[config.mk]
export PLATFORM = sky130hd
export DESIGN_NAME = cpc_ctrl
export DESIGN_NICKNAME = d
export VERILOG_FILES = /design/src/cpc_pkg.sv /design/src/cpc_ctrl.sv
export VERILOG_INCLUDE_DIRS = /design/src /design/src/src
export SDC_FILE = /design/constraint.sdc
export NUM_CORES = 1
export LEC_CHECK = 0
export ABC_AREA = 1
export BUFFER_PORTS_ARGS = -buffer_cell sky130_fd_sc_hd__buf_2
export CORE_MARGIN = 2
export CORE_UTILIZATION = 45
export CTS_CLUSTER_DIAMETER = 50
export DETAILED_ROUTE_END_ITERATION = 10
export PLACE_DENSITY = 0.73
export SLEW_MARGIN = 25
export SYNTH_ARGS = -nofsm -noshare
export SYNTH_HDL_FRONTEND = slang
export SYNTH_SLANG_ARGS = --single-unit
[constraint.sdc]
create_clock -name i_ref_clk -period 4.7 [get_ports i_ref_clk]
set_input_delay 0.705 -clock i_ref_clk [delete_from_list [all_inputs] [get_ports i_ref_clk]]
set_output_delay 0.705 -clock i_ref_clk [all_outputs]
set_load 0.005 [all_outputs]
[src/cpc_cfg.svh]
// Offsets, field positions, reset values and timing constants of the pickup conditioning control
`ifndef CPC_CFG_SVH
`define CPC_CFG_SVH
`define CPC_ADDR_RUN_CFG     4'h0
`define CPC_ADDR_CRANK_CTRL  4'h1
`define CPC_ADDR_MISC_CFG    4'h2
`define CPC_ADDR_STATUS      4'h3
`define CPC_ADDR_CMD         4'h4
`define CPC_RST_RUN_CFG      8'h50
`define CPC_RST_CRANK_CTRL   8'h00
`define CPC_RST_MISC_CFG     8'h00
`define CPC_MISC_AUTO_BIT    7
`define CPC_MISC_HILO_BIT    2
`define CPC_MISC_DISABLE_BIT 1
`define CPC_MISC_DEGL_BIT    3
`define CPC_STAT_PEAK_LSB    4
`define CPC_STAT_CLH_BIT     1
`define CPC_STAT_CLL_BIT     0
`define CPC_CMD_RESET_BIT    0
`define CPC_PEAK_RST         4'h0
`define CPC_DEGL_SHIFT       7
`define CPC_BLANK_SHIFT      5
`endif

[src/cpc_pkg.sv]
// Types shared by the pickup conditioning control
package cpc_pkg;
    typedef struct packed {
        logic [3:0] thresh;
        logic [3:0] blank;
    } cpc_sel_t;
    typedef struct packed {
        logic       valid;
        logic [3:0] code;
    } cpc_peak_t;
    typedef enum logic [2:0] {
        CPC_IDLE = 3'b001,
        CPC_REF  = 3'b010,
        CPC_GAP  = 3'b100
    } cpc_state_t;
endpackage

[src/cpc_ctrl.sv]
// Crank pickup conditioning control: registers, timing, blanking, deglitch and peak status
// Summary of operation
// Blanking codes 1000..1111 give windows of 25 to 46.9 percent of the last reference pulse in 1/32 steps.
// Bit 7 of the misc register enables automatic threshold choice, whose behaviour is left open.
// The positive peak of each pulse is reported as a 4-bit log code in status bits 7 to 4.
// The peak field holds the last detected peak and clears only by reset or the reset command.
// The host reads the peak code after each zero crossing to choose later settings.
// When enabled, short transitions on both edges shorter than about 1% of the last period are rejected.
// Deglitching is active only while misc bit 3 is one; it resets to zero.
// The high/low reference bit selects low pulse timing when one, high pulse timing when zero.
// The disable bit switches the pickup conditioning off when one; it resets to zero.
// Two clamp status bits read one while the high or low half of the waveform is clamped.
// The host may switch to running settings once a clamp bit is seen.
// A zero cranking register selects the running codes, otherwise the cranking codes apply.
//
// Design decisions made here: the address map and strobed register access.
module cpc_ctrl
(
    input  wire logic             i_ref_clk,
    input  wire logic             i_rst_n,
    input  wire logic [3:0]       i_addr,
    input  wire logic [7:0]       i_wdata,
    input  wire logic             i_wr,
    input  wire logic             i_rd,
    output logic [7:0]            o_rdata,
    input  wire logic             i_reluctance_pickup_cmp,
    input  wire logic             i_peak_valid,
    input  wire logic [3:0]       i_peak_code,
    input  wire logic             i_clamp_hi,
    input  wire logic             i_clamp_lo,
    output cpc_pkg::cpc_sel_t     o_sel,
    output logic                  o_auto_thresh,
    output logic                  o_pickup_enable,
    output logic                  o_pulse_out
);
    import cpc_pkg::*;
    `include "cpc_cfg.svh"

    logic [7:0]  run_cfg_r, run_cfg_nxt;
    logic [7:0]  crank_r, crank_nxt;
    logic [7:0]  misc_r, misc_nxt;
    logic [3:0]  peak_r, peak_nxt;
    logic [7:0]  rdata_r, rdata_nxt;
    logic        soft_rst;
    cpc_sel_t    sel;

    assign soft_rst = i_wr && (i_addr == `CPC_ADDR_CMD) && i_wdata[`CPC_CMD_RESET_BIT];

    always_comb
    begin
        // Running settings apply once the cranking register is cleared
        sel = (crank_r == 8'h00) ? cpc_sel_t'(run_cfg_r) : cpc_sel_t'(crank_r);
    end

    // Register file and peak status
    always_comb
    begin
        run_cfg_nxt = run_cfg_r;
        crank_nxt   = crank_r;
        misc_nxt    = misc_r;
        peak_nxt    = peak_r;
        rdata_nxt   = 8'h00;
        if (i_wr)
        begin
            case (i_addr)
                `CPC_ADDR_RUN_CFG:    run_cfg_nxt = i_wdata;
                `CPC_ADDR_CRANK_CTRL: crank_nxt = i_wdata;
                `CPC_ADDR_MISC_CFG:   misc_nxt = i_wdata;
                default:              ;
            endcase
        end
        if (i_peak_valid && !misc_r[`CPC_MISC_DISABLE_BIT])
        begin
            peak_nxt = i_peak_code;
        end
        if (i_rd)
        begin
            case (i_addr)
                `CPC_ADDR_RUN_CFG:    rdata_nxt = run_cfg_r;
                `CPC_ADDR_CRANK_CTRL: rdata_nxt = crank_r;
                `CPC_ADDR_MISC_CFG:   rdata_nxt = misc_r;
                `CPC_ADDR_STATUS:     rdata_nxt = {peak_r, 2'b00, i_clamp_hi, i_clamp_lo};
                default:              rdata_nxt = 8'h00;
            endcase
        end
        if (soft_rst)
        begin
            run_cfg_nxt = `CPC_RST_RUN_CFG;
            crank_nxt   = `CPC_RST_CRANK_CTRL;
            misc_nxt    = `CPC_RST_MISC_CFG;
            peak_nxt    = `CPC_PEAK_RST;
        end
    end

    always_ff @(posedge i_ref_clk or negedge i_rst_n)
    begin
        if (!i_rst_n)
        begin
            run_cfg_r <= `CPC_RST_RUN_CFG;
            crank_r   <= `CPC_RST_CRANK_CTRL;
            misc_r    <= `CPC_RST_MISC_CFG;
            peak_r    <= `CPC_PEAK_RST;
            rdata_r   <= 8'h00;
        end
        else
        begin
            run_cfg_r <= run_cfg_nxt;
            crank_r   <= crank_nxt;
            misc_r    <= misc_nxt;
            peak_r    <= peak_nxt;
            rdata_r   <= rdata_nxt;
        end
    end

    // Pulse timing: deglitch, reference pulse width, blanking
    logic        en, hilo, degl_en;
    logic        filt_r, filt_nxt;
    logic        out_r, out_nxt;
    logic [15:0] glitch_r, glitch_nxt;
    logic [15:0] refw_r, refw_nxt;
    logic [15:0] per_r, per_nxt;
    logic [15:0] lastref_r, lastref_nxt;
    logic [15:0] lastper_r, lastper_nxt;
    logic [15:0] blank_r, blank_nxt;
    logic [15:0] degl_lim;
    logic [15:0] blank_lim;
    logic        ref_level;
    cpc_state_t  st_r, st_nxt;

    assign en        = !misc_r[`CPC_MISC_DISABLE_BIT];
    assign hilo      = misc_r[`CPC_MISC_HILO_BIT];
    assign degl_en   = misc_r[`CPC_MISC_DEGL_BIT];
    assign ref_level = !hilo;
    // Period over 128 approximates 1%; shift keeps the divider out of the path
    assign degl_lim  = lastper_r >> `CPC_DEGL_SHIFT;
    // Window is code/32 of the last reference pulse: 8/32 = 25 percent up to 15/32 = 46.9 percent
    assign blank_lim = 16'((32'(lastref_r) * 32'(sel.blank)) >> `CPC_BLANK_SHIFT);

    always_comb
    begin
        filt_nxt    = filt_r;
        glitch_nxt  = 16'h0000;
        refw_nxt    = refw_r;
        per_nxt     = (per_r == 16'hffff) ? per_r : per_r + 16'h0001;
        lastref_nxt = lastref_r;
        lastper_nxt = lastper_r;
        blank_nxt   = (blank_r == 16'h0000) ? blank_r : blank_r - 16'h0001;
        out_nxt     = out_r;
        st_nxt      = st_r;
        if (!en)
        begin
            filt_nxt = 1'b0;
            out_nxt  = 1'b0;
            st_nxt   = CPC_IDLE;
        end
        else
        begin
            if (i_reluctance_pickup_cmp != filt_r)
            begin
                // Both edges must persist past the window before they count
                if (!degl_en || glitch_r >= degl_lim)
                    filt_nxt = i_reluctance_pickup_cmp;
                else
                    glitch_nxt = glitch_r + 16'h0001;
            end
            case (st_r)
                CPC_IDLE:
                begin
                    if (filt_nxt == ref_level && filt_r != ref_level)
                    begin
                        st_nxt   = CPC_REF;
                        refw_nxt = 16'h0000;
                        per_nxt  = 16'h0000;
                    end
                end
                CPC_REF:
                begin
                    refw_nxt = (refw_r == 16'hffff) ? refw_r : refw_r + 16'h0001;
                    if (filt_nxt != ref_level)
                    begin
                        lastref_nxt = refw_r;
                        st_nxt      = CPC_GAP;
                    end
                end
                CPC_GAP:
                begin
                    if (filt_nxt == ref_level && blank_r == 16'h0000)
                    begin
                        lastper_nxt = per_r;
                        per_nxt     = 16'h0000;
                        refw_nxt    = 16'h0000;
                        st_nxt      = CPC_REF;
                    end
                end
                default: st_nxt = CPC_IDLE;
            endcase
            if (filt_nxt != out_r && blank_r == 16'h0000)
            begin
                out_nxt   = filt_nxt;
                blank_nxt = blank_lim;
            end
        end
    end

    always_ff @(posedge i_ref_clk or negedge i_rst_n)
    begin
        if (!i_rst_n)
        begin
            filt_r    <= 1'b0;
            glitch_r  <= 16'h0000;
            refw_r    <= 16'h0000;
            per_r     <= 16'h0000;
            lastref_r <= 16'h0000;
            lastper_r <= 16'h0000;
            blank_r   <= 16'h0000;
            out_r     <= 1'b0;
            st_r      <= CPC_IDLE;
        end
        else
        begin
            filt_r    <= filt_nxt;
            glitch_r  <= glitch_nxt;
            refw_r    <= refw_nxt;
            per_r     <= per_nxt;
            lastref_r <= lastref_nxt;
            lastper_r <= lastper_nxt;
            blank_r   <= blank_nxt;
            out_r     <= out_nxt;
            st_r      <= st_nxt;
        end
    end

    assign o_rdata         = rdata_r;
    assign o_sel           = sel;
    assign o_auto_thresh   = misc_r[`CPC_MISC_AUTO_BIT];
    assign o_pickup_enable = en;
    assign o_pulse_out     = out_r;

    chk_crank_select: assert property (@(posedge i_ref_clk) disable iff (!i_rst_n)
        (crank_r != 8'h00) |-> (o_sel == cpc_sel_t'(crank_r))) else $error("cranking codes not used");
    chk_run_select: assert property (@(posedge i_ref_clk) disable iff (!i_rst_n)
        (crank_r == 8'h00) |-> (o_sel == cpc_sel_t'(run_cfg_r))) else $error("running codes not used");
    chk_peak_hold: assert property (@(posedge i_ref_clk) disable iff (!i_rst_n)
        (!$past(i_peak_valid) && !$past(soft_rst)) |-> $stable(peak_r)) else $error("peak changed without event");
    chk_peak_load: assert property (@(posedge i_ref_clk) disable iff (!i_rst_n)
        (i_peak_valid && en && !soft_rst) |=> (peak_r == $past(i_peak_code))) else $error("peak not captured");
    chk_soft_reset: assert property (@(posedge i_ref_clk) disable iff (!i_rst_n)
        soft_rst |=> (peak_r == 4'h0 && misc_r == 8'h00 && crank_r == 8'h00)) else $error("reset command failed");
    chk_status_read: assert property (@(posedge i_ref_clk) disable iff (!i_rst_n)
        (i_rd && i_addr == `CPC_ADDR_STATUS) |=> (o_rdata[7:4] == $past(peak_r)
        && o_rdata[1:0] == $past({i_clamp_hi, i_clamp_lo}))) else $error("status read wrong");
    chk_disable_off: assert property (@(posedge i_ref_clk) disable iff (!i_rst_n)
        misc_r[`CPC_MISC_DISABLE_BIT] |=> !o_pulse_out) else $error("output active while disabled");
    chk_no_degl: assert property (@(posedge i_ref_clk) disable iff (!i_rst_n)
        (en && !degl_en && i_reluctance_pickup_cmp != filt_r) |=> (filt_r == $past(i_reluctance_pickup_cmp)))
        else $error("edge delayed without deglitch");
    chk_blank_load: assert property (@(posedge i_ref_clk) disable iff (!i_rst_n)
        (en && out_nxt != out_r) |=> (blank_r == $past(blank_lim))) else $error("blank window not loaded");
    chk_auto_bit: assert property (@(posedge i_ref_clk) disable iff (!i_rst_n)
        (i_wr && i_addr == `CPC_ADDR_MISC_CFG && !soft_rst) |=> (o_auto_thresh == $past(i_wdata[7])))
        else $error("auto bit not stored");
    cov_crank_to_run: cover property (@(posedge i_ref_clk) disable iff (!i_rst_n)
        (crank_r != 8'h00) ##1 (crank_r == 8'h00));
    cov_degl_reject: cover property (@(posedge i_ref_clk) disable iff (!i_rst_n) (glitch_nxt != 16'h0000));
    cov_full_period: cover property (@(posedge i_ref_clk) disable iff (!i_rst_n) (st_r == CPC_GAP) ##1 (st_r == CPC_REF));
    cov_peak_seen: cover property (@(posedge i_ref_clk) disable iff (!i_rst_n) i_peak_valid && en);

    // Deglitch filter checks: a short edge must neither pass early nor stall the counter
    chk_degl_hold: assert property (@(posedge i_ref_clk) disable iff (!i_rst_n)
        (en && degl_en && i_reluctance_pickup_cmp != filt_r && glitch_r < degl_lim) |=> (filt_r == $past(filt_r)))
        else $error("short edge passed the filter");
    chk_degl_count: assert property (@(posedge i_ref_clk) disable iff (!i_rst_n)
        (en && degl_en && i_reluctance_pickup_cmp != filt_r && glitch_r < degl_lim)
        |=> (glitch_r == $past(glitch_r) + 16'h0001)) else $error("glitch counter stalled");
    chk_degl_accept: assert property (@(posedge i_ref_clk) disable iff (!i_rst_n)
        (en && degl_en && i_reluctance_pickup_cmp != filt_r && glitch_r >= degl_lim)
        |=> (filt_r == $past(i_reluctance_pickup_cmp))) else $error("long edge not accepted");
    // Blanking must freeze the output and count down by one each cycle
    chk_blank_hold: assert property (@(posedge i_ref_clk) disable iff (!i_rst_n)
        (en && blank_r != 16'h0000) |=> (o_pulse_out == $past(o_pulse_out)))
        else $error("output moved inside blank window");
    chk_blank_count: assert property (@(posedge i_ref_clk) disable iff (!i_rst_n)
        (en && blank_r != 16'h0000) |=> (blank_r == $past(blank_r) - 16'h0001))
        else $error("blank window not counting");
    // Reference pulse follows the high/low bit, so its width feeds the window
    chk_ref_start: assert property (@(posedge i_ref_clk) disable iff (!i_rst_n)
        (en && st_r == CPC_IDLE && filt_r != ref_level && filt_nxt == ref_level) |=> (st_r == CPC_REF))
        else $error("reference pulse not started");
    chk_ref_capture: assert property (@(posedge i_ref_clk) disable iff (!i_rst_n)
        (en && st_r == CPC_REF && filt_nxt != ref_level) |=> (lastref_r == $past(refw_r)))
        else $error("reference width not captured");
    // Disabled front end parks the state machine and filter and freezes the peak status
    chk_disable_idle: assert property (@(posedge i_ref_clk) disable iff (!i_rst_n)
        !en |=> (st_r == CPC_IDLE && !filt_r)) else $error("timing active while disabled");
    chk_peak_disabled: assert property (@(posedge i_ref_clk) disable iff (!i_rst_n)
        (!en && !soft_rst) |=> $stable(peak_r)) else $error("peak captured while disabled");
    // Read data stands only in the cycle after a read strobe
    chk_read_idle: assert property (@(posedge i_ref_clk) disable iff (!i_rst_n)
        !i_rd |=> (o_rdata == 8'h00)) else $error("read data outside read cycle");
    cov_low_ref: cover property (@(posedge i_ref_clk) disable iff (!i_rst_n)
        (hilo && st_r == CPC_REF) ##1 (st_r == CPC_GAP));
endmodule

==> metrics.cfg, run 1 <==
[drt]
antenna_left=0
wire_per_inst_um=13.3
vias=7374
vias_per_cell=5.15
drt-total-wl_mm=19.0
drcViolationCount=0
drt-pass1-iter-count=5
drt_iter0_markers=472

[setup_path]
cpPeakStageDelay_ns=0.53
cp-start-kind=flop
path_class=reg2reg
crit_buf_inv=4
arrival_ns=4.38
crit_fanout=15
endpoint_kind=flop
worstSetupStartpoint=crank_r[4]$_DFFE_PN0P_
cp.required_ns=5.01
r2r-start=crank_r[4]$_DFFE_PN0P_
critical_path.top_delay_family=adder cells
cp_slowest_cell=fa_1
path_cells=nor2_1 > nand2_1 > nor2_2 > nand2_1 > nand2_1 > inv_1 > nor2_1 > fa_1 > inv_1 > fa_1 > inv_1 > ha_1 > a21oi_1 > o21a_1 > nor2_1 > a2111oi_0 > a21oi_1 > o21ai_1 > inv_1
cp_common_cell=inv_1

[finish]
nets=1270
fillers=1757
seq_area_sq_um=3260
layout_common_cells=nand2_1, inv_1, nor2_1
syn2layout_area_growth_pct=12.0
multi_input_comb_area_sq_um=4590
antennaDiodeCount=0
final_util=0.517
layout_commonest_cell=nand2_1
drive_gt1_frac=0.0919

[synth]
yosysTopAreaCell=dfrtp_1
synth-seq-area-share=0.376
post_synth_num_cell_types=50
synth-edff-count=0
syn_inst=1135
async_flop_share=1.00
syn_avg_cell_area_sq_um=7.63
synthTopCellsByArea=dfrtp_1, nand2_1, inv_1, nor2_1, fa_1
syn-cell-area_sq_um=8660
yosys_warnings=0
synth.top_cell.area_share=0.367
ys.flop_type=dfrtp_1
ys_seq_elements=130

[die]
start_util=0.461
core_sq_um=18800
die_h_um=143
die_area_sq_um=20400
rows=50
top_level_ports=43
dieWidth_um=143

[cts]
cts-htree-levels=4
path_clk_slew_ns=0.06
cts_num_sinks=130
post-cts-setup-buffers=0
clockBufferDepth=2
cts_tree=done
cts_root_buf=clkbuf_16
clk-insertion-delay-late_ns=0.42
cts_resized=0
cts-buffers-inserted=17
postCtsHoldBufs=0

[global_routing]
grt_max_degree=94
grt_pass1_wl_mm=32.8
grt_antenna_before_repair=0
first_global_vias=7232
grtUsageTotal=0.199
grt_remaining_overflow=0

[timing]
slew_violations=0
finalSetupViolations=0
fin_skew_ns=0.0118
fmax_mhz=246
period_needed_ns=4.07
min_period_over_period=0.865
rsz0062_at_grt=no
tightest_slew_ns=0.931
tns_ns=0
hold_viol_final=0
max_slew_margin=0.375

[placed_design]
hpwlAfterDp_mm=14.0
place_congestion=0.881
place.port_buffers=42

[power]
p_seq_frac=0.367
power_leakage_nw=4.82
p_sw_mw=1.30
sw_frac_of_total=0.356
p_comb_frac=0.269
irDropWorstVdd_mv=0.248
power_frac_clock=0.364
power_density_nw_per_um2=376
intPower_mw=2.35

[worst_hold_path]
hold_class=in2async

[run_status]
status=finished clean

[flow_run]
max-cap-violations=0

-- final cells by class --
cell class,count,area share
multi-input cells,795,0.473
clock inverters,13,0.0156
flip-flops and latches,130,0.336
well taps,234,0.0302
clock buffers,19,0.0457
inverters,197,0.0762
repair buffers,43,0.0231
-- worst register-to-register path, cell delays in order (launching register included) --
cell and delay (ns):
dfrtp_1 0.38, nor2_1 0.05, nand2_1 0.09, nor2_2 0.07
nand2_1 0.08, nand2_1 0.09, inv_1 0.36, nor2_1 0.14
fa_1 0.52, inv_1 0.05, fa_1 0.53, inv_1 0.04
ha_1 0.35, a21oi_1 0.20, o21a_1 0.19, nor2_1 0.05
a2111oi_0 0.44, a21oi_1 0.14, o21ai_1 0.14, inv_1 0.05
-- registers in the layout, summed over array words and instances (netlist names) --
| signal | flops |
|---|---|
| st_r | 3 |
| peak_r | 4 |
| glitch_r | 16 |
| crank_r | 8 |
| lastref_r | 16 |
| misc_r | 8 |
| o_pulse_out | 1 |
| filt_r | 1 |
| lastper_r | 9 |
| refw_r | 16 |
| per_r | 16 |
| blank_r | 16 |
| run_cfg_r | 8 |
| o_rdata | 8 |
-- cells in the mapped netlist, types with 5 or more instances --
master and number:
nand3_1 42, fa_1 27, a21oi_1 48, nand4_1 31
o21ai_0 64, xnor2_1 7, nand2_2 5, nor3_2 6
xor2_1 29, clkbuf_1 8, nor2_1 145, nor3b_1 5
inv_1 196, nand2_1 252, o21a_1 6, o22ai_1 5
dfrtp_1 127, buf_2 6, nor3_1 25, o21ai_1 10
ha_1 35, a221oi_1 6, nor4_1 8
-- power groups by stage --
stage	logic [mW]	clock network, mW	registers [mW]
2_1_floorplan	0.762	0	1.33
3_3_place_gp	0.953	0	1.35
3_5_place_dp	0.967	0	1.36
4_1_cts	0.977	1.35	1.34
5_1_grt	1.12	1.40	1.36
6_report	0.981	1.32	1.34
-- logic make-up after synthesis --
kind of cell / Yosys count / synth area share
simple gates: 537 / 0.277
buf+inv: 215 / 0.0971
compound gates: 154 / 0.0997
flops: 130 / 0.376
fa+ha+maj: 62 / 0.113
xor+xnor: 36 / 0.0364
other cells: 1 / 0.000433
-- path summary, 6_finish.rpt --
kind / end / cells after the start / slack (ns)
worst min register to register: refw_r[15]$_DFFE_PN0P_ / 2 / 0.47
max in group asynchronous: run_cfg_r[6]$_DFFE_PN1P_ / 2 / 3.30
worst max-delay path: blank_r[14]$_DFF_PN0_ / 19 / 0.63
worst min-delay path: refw_r[10]$_DFFE_PN0P_ / 1 / 0.38
min in group i_ref_clk: refw_r[15]$_DFFE_PN0P_ / 2 / 0.47
worst max register to register: blank_r[14]$_DFF_PN0_ / 19 / 0.63
-- through the flow --
stage	hold WS [ns]	total power, mW	cells	setup slack [ns]	area, sq um
global placement	0.458	2.31	1399	0.811	9090
finish	0.385	3.64	1431	0.634	9700
CTS	0.413	3.67	1431	0.675	9690
detailed placement	0.460	2.32	1399	0.741	9090
global route	0.449	3.88	1431	0.248	9700
floorplan	0.409	2.09	1140	0.983	8680
-- layer usage --
metal | wire, um | global-route usage
met1 | 8750 | 0.255
met4 | 227 | 0.0646
met3 | 789 | 0.0366
met2 | 9200 | 0.340
met5 | 0 | 0
(Power assumes the default switching activity.)
==> run 2: changes to the inputs <==
- ABC_AREA: 1 -> unset
==> run 2 against run 1 <==
- via count shrank 15%
- utilization shrank 0.073 points
- die area shrank 5.3%
- clock power shrank 3%
- maximum frequency shrank 9.0%
- critical path type unchanged
- critical endpoint is now blank_r[10]$_DFF_PN0_
- largest cell class unchanged
- highest routed layer is now met5
==> metrics.cfg, run 2 <==
[global_routing]
grt_max_degree=74  ; -21%
grt_antenna_before_repair=1  ; +1
first_global_vias=6269  ; -13%
grt_pass1_wl_mm=30.5  ; -6.9%
grtUsageTotal=0.194  ; -0.00469
grt_remaining_overflow=0  ; unchanged

[power]
p_seq_frac=0.428  ; +0.061
sw_frac_of_total=0.304  ; -0.0523
intPower_mw=2.13  ; -9.4%
p_comb_frac=0.152  ; -0.117
p_sw_mw=0.928  ; -29%
power_leakage_nw=4.33  ; -10%
power_density_nw_per_um2=331  ; -12%
irDropWorstVdd_mv=0.281  ; +13%
power_frac_clock=0.421  ; +0.057
p_total_mw=3.05  ; -16%

[placed_design]
dpl-instance-area_sq_um=8640  ; -5.0%
place.port_buffers=42  ; unchanged
hpwlAfterDp_mm=13.0  ; -7.3%
place_congestion=0.874  ; -0.75%
dp.cells=1138  ; -19%

[drt]
vias_per_cell=5.38  ; +4.3%
vias=6290  ; -15%
drcViolationCount=0  ; unchanged
drt-pass1-iter-count=6  ; +1
wire_per_inst_um=15.2  ; +15%
drt-total-wl_mm=17.8  ; -6.0%
drt_iter0_markers=368  ; -22%
antenna_left=0  ; unchanged

[cts]
cts-buffers-inserted=17  ; unchanged
clockBufferDepth=2  ; unchanged
postCtsHoldBufs=0  ; unchanged
cts_num_sinks=130  ; unchanged
cts_root_buf=clkbuf_16
cts_resized=1  ; +1
cts_tree=done
path_clk_slew_ns=0.06  ; about the same
post-cts-setup-buffers=0  ; unchanged
clk-insertion-delay-late_ns=0.43  ; about the same
cts-htree-levels=4  ; unchanged

[finish]
final_util=0.516  ; -0.000728
layout_common_cells=dfrtp_1, nand2_1, inv_1
drive_gt1_frac=0.134  ; +0.0420
instances_no_fill=1170  ; -18%
fillers=1670  ; -5.0%
syn2layout_area_growth_pct=12.8
antennaDiodeCount=0  ; unchanged
final_cell_area_sq_um=9240  ; -4.7%
nets=1014  ; -20%
layout_commonest_cell=dfrtp_1

[die]
die_h_um=139  ; -2.7%
start_util=0.457  ; -0.00410
die_area_sq_um=19300  ; -5.3%
dieWidth_um=139  ; -2.7%
top_level_ports=43  ; unchanged
rows=49  ; -2.0%
core_sq_um=17900  ; -4.6%

[synth]
syn-cell-area_sq_um=8190  ; -5.5%
yosysTopAreaCell=dfrtp_1
synth-edff-count=0  ; unchanged
synth-seq-area-share=0.398  ; +0.0217
ys_seq_elements=130  ; unchanged
yosys_warnings=0  ; unchanged
post_synth_num_cell_types=63  ; +26%
ys.flop_type=dfrtp_1
synthTopCellsByArea=dfrtp_1, fa_1, ha_1, nand2_1, o21ai_0
yosys-top-cells-count=dfrtp_1, nand2_1, inv_1
async_flop_share=1.00  ; unchanged
synth.top_cell.area_share=0.388  ; +0.0212
synth_most_common_cell=dfrtp_1
syn_inst=881  ; -22%
syn_avg_cell_area_sq_um=9.29  ; +22%

[timing]
hold_viol_final=0  ; unchanged
tns_ns=0  ; unchanged
fin_skew_ns=0.0116  ; -0.000187 ns
max_slew_margin=0.357  ; -0.0180
period_needed_ns=4.47  ; +0.400 ns
finalSetupViolations=0  ; unchanged
min_period_over_period=0.950  ; +0.0851
fmax_mhz=224  ; -9.0%
tightest_slew_ns=0.958  ; +0.0268 ns
slew_violations=0  ; unchanged

[setup_path]
path_class=reg2reg
crit_fanout=12  ; -3
arrival_ns=4.81  ; +0.43 ns
cp-start-kind=flop
endpoint_kind=flop
cp.required_ns=5.04  ; +0.03 ns

[flow_run]
max-cap-violations=0  ; unchanged

[worst_hold_path]
hold_class=in2async

[run_status]
status=finished clean

-- run 2: cell types whose count changed in the layout (fill, tap and decap cells not counted), sizes merged, moves of 18 or more --
cell / delta
nand2: -164
inv: -119
nor2: -79
nor2b: +39
nand4: -23
and2: +20
nand3: -20
mux2: +18
-- run 2: path summary, 6_finish.rpt --
path,endpoint,startpoint,slack (ns),cells after the start
worst min register to register,misc_r[0]$_DFFE_PN0P_,misc_r[0]$_DFFE_PN0P_,0.49,2
worst min-delay path,peak_r[3]$_DFFE_PN0P_,i_rst_n,0.29,1
worst max-delay path,blank_r[10]$_DFF_PN0_,crank_r[6]$_DFFE_PN0P_,0.23,16
worst max register to register,blank_r[10]$_DFF_PN0_,crank_r[6]$_DFFE_PN0P_,0.23,16
min in group i_ref_clk,misc_r[0]$_DFFE_PN0P_,misc_r[0]$_DFFE_PN0P_,0.49,2
max in group asynchronous,run_cfg_r[4]$_DFFE_PN1P_,i_rst_n,3.51,2
-- run 2: layer usage --
| metal | wire (um) | global-route usage | vias up |
|---|---|---|---|
| met1 | 8650 | 0.272 | 3061 |
| li1 | - | - | 3101 |
| met3 | 681 | 0.0414 | 24 |
| met2 | 8190 | 0.303 | 102 |
| met5 | 13 | 0 | - |
| met4 | 298 | 0.0627 | 2 |
-- run 2: logic make-up (layout without fill, tap and decap cells) --
logic type,Yosys count,count (layout),synth area share
flops,130,130,0.398
mux,36,36,0.0559
other cells,1,6,0.000458
simple gates,348,348,0.217
xor+xnor,43,43,0.0460
compound gates,158,158,0.115
buf+inv,103,158,0.0492
fa+ha+maj,62,62,0.119
-- run 2: per-stage QoR --
step	setup WS, ns	hold slack (ns)
floorplan	0.416	0.409
global placement	0.158	0.471
detailed placement	0.0341	0.479
CTS	0.00163	0.449
global route	-0.00659	0.347
finish	0.234	0.292
-- run 2: area by class of cell --
class | instances | area (sq um) | share of cell area
Sequential cell | 130 | 3260 | 0.353
Clock inverter | 14 | 130 | 0.0141
Clock buffer | 18 | 439 | 0.0475
Timing Repair Buffer | 49 | 269 | 0.0291
Multi-Input combinational cell | 653 | 4570 | 0.494
Tap cell | 229 | 287 | 0.0310
Inverter | 77 | 289 | 0.0313
-- run 2: worst max-delay path, stage by stage (launching register included) --
cell       delay (ns)
dfrtp_1          0.42
nor4_2           0.41
nand2_1          0.10
nor2_1           0.25
a21oi_2          0.21
nor2b_1          0.19
fa_1             0.47
fa_1             0.47
ha_1             0.33
o21a_1           0.20
o21ai_0          0.16
nand4bb_1        0.18
nand2_1          0.11
a211oi_1         0.46
o21bai_1         0.14
xnor2_1          0.14
o21ai_0          0.13
-- run 2: power by group through the flow --
stage	sequential, mW	clock [mW]	combinational [mW]
6_report	1.31	1.28	0.463
5_1_grt	1.32	1.35	0.525
4_1_cts	1.30	1.30	0.462
3_5_place_dp	1.32	0	0.459
3_3_place_gp	1.31	0	0.451
2_1_floorplan	1.28	0	0.328
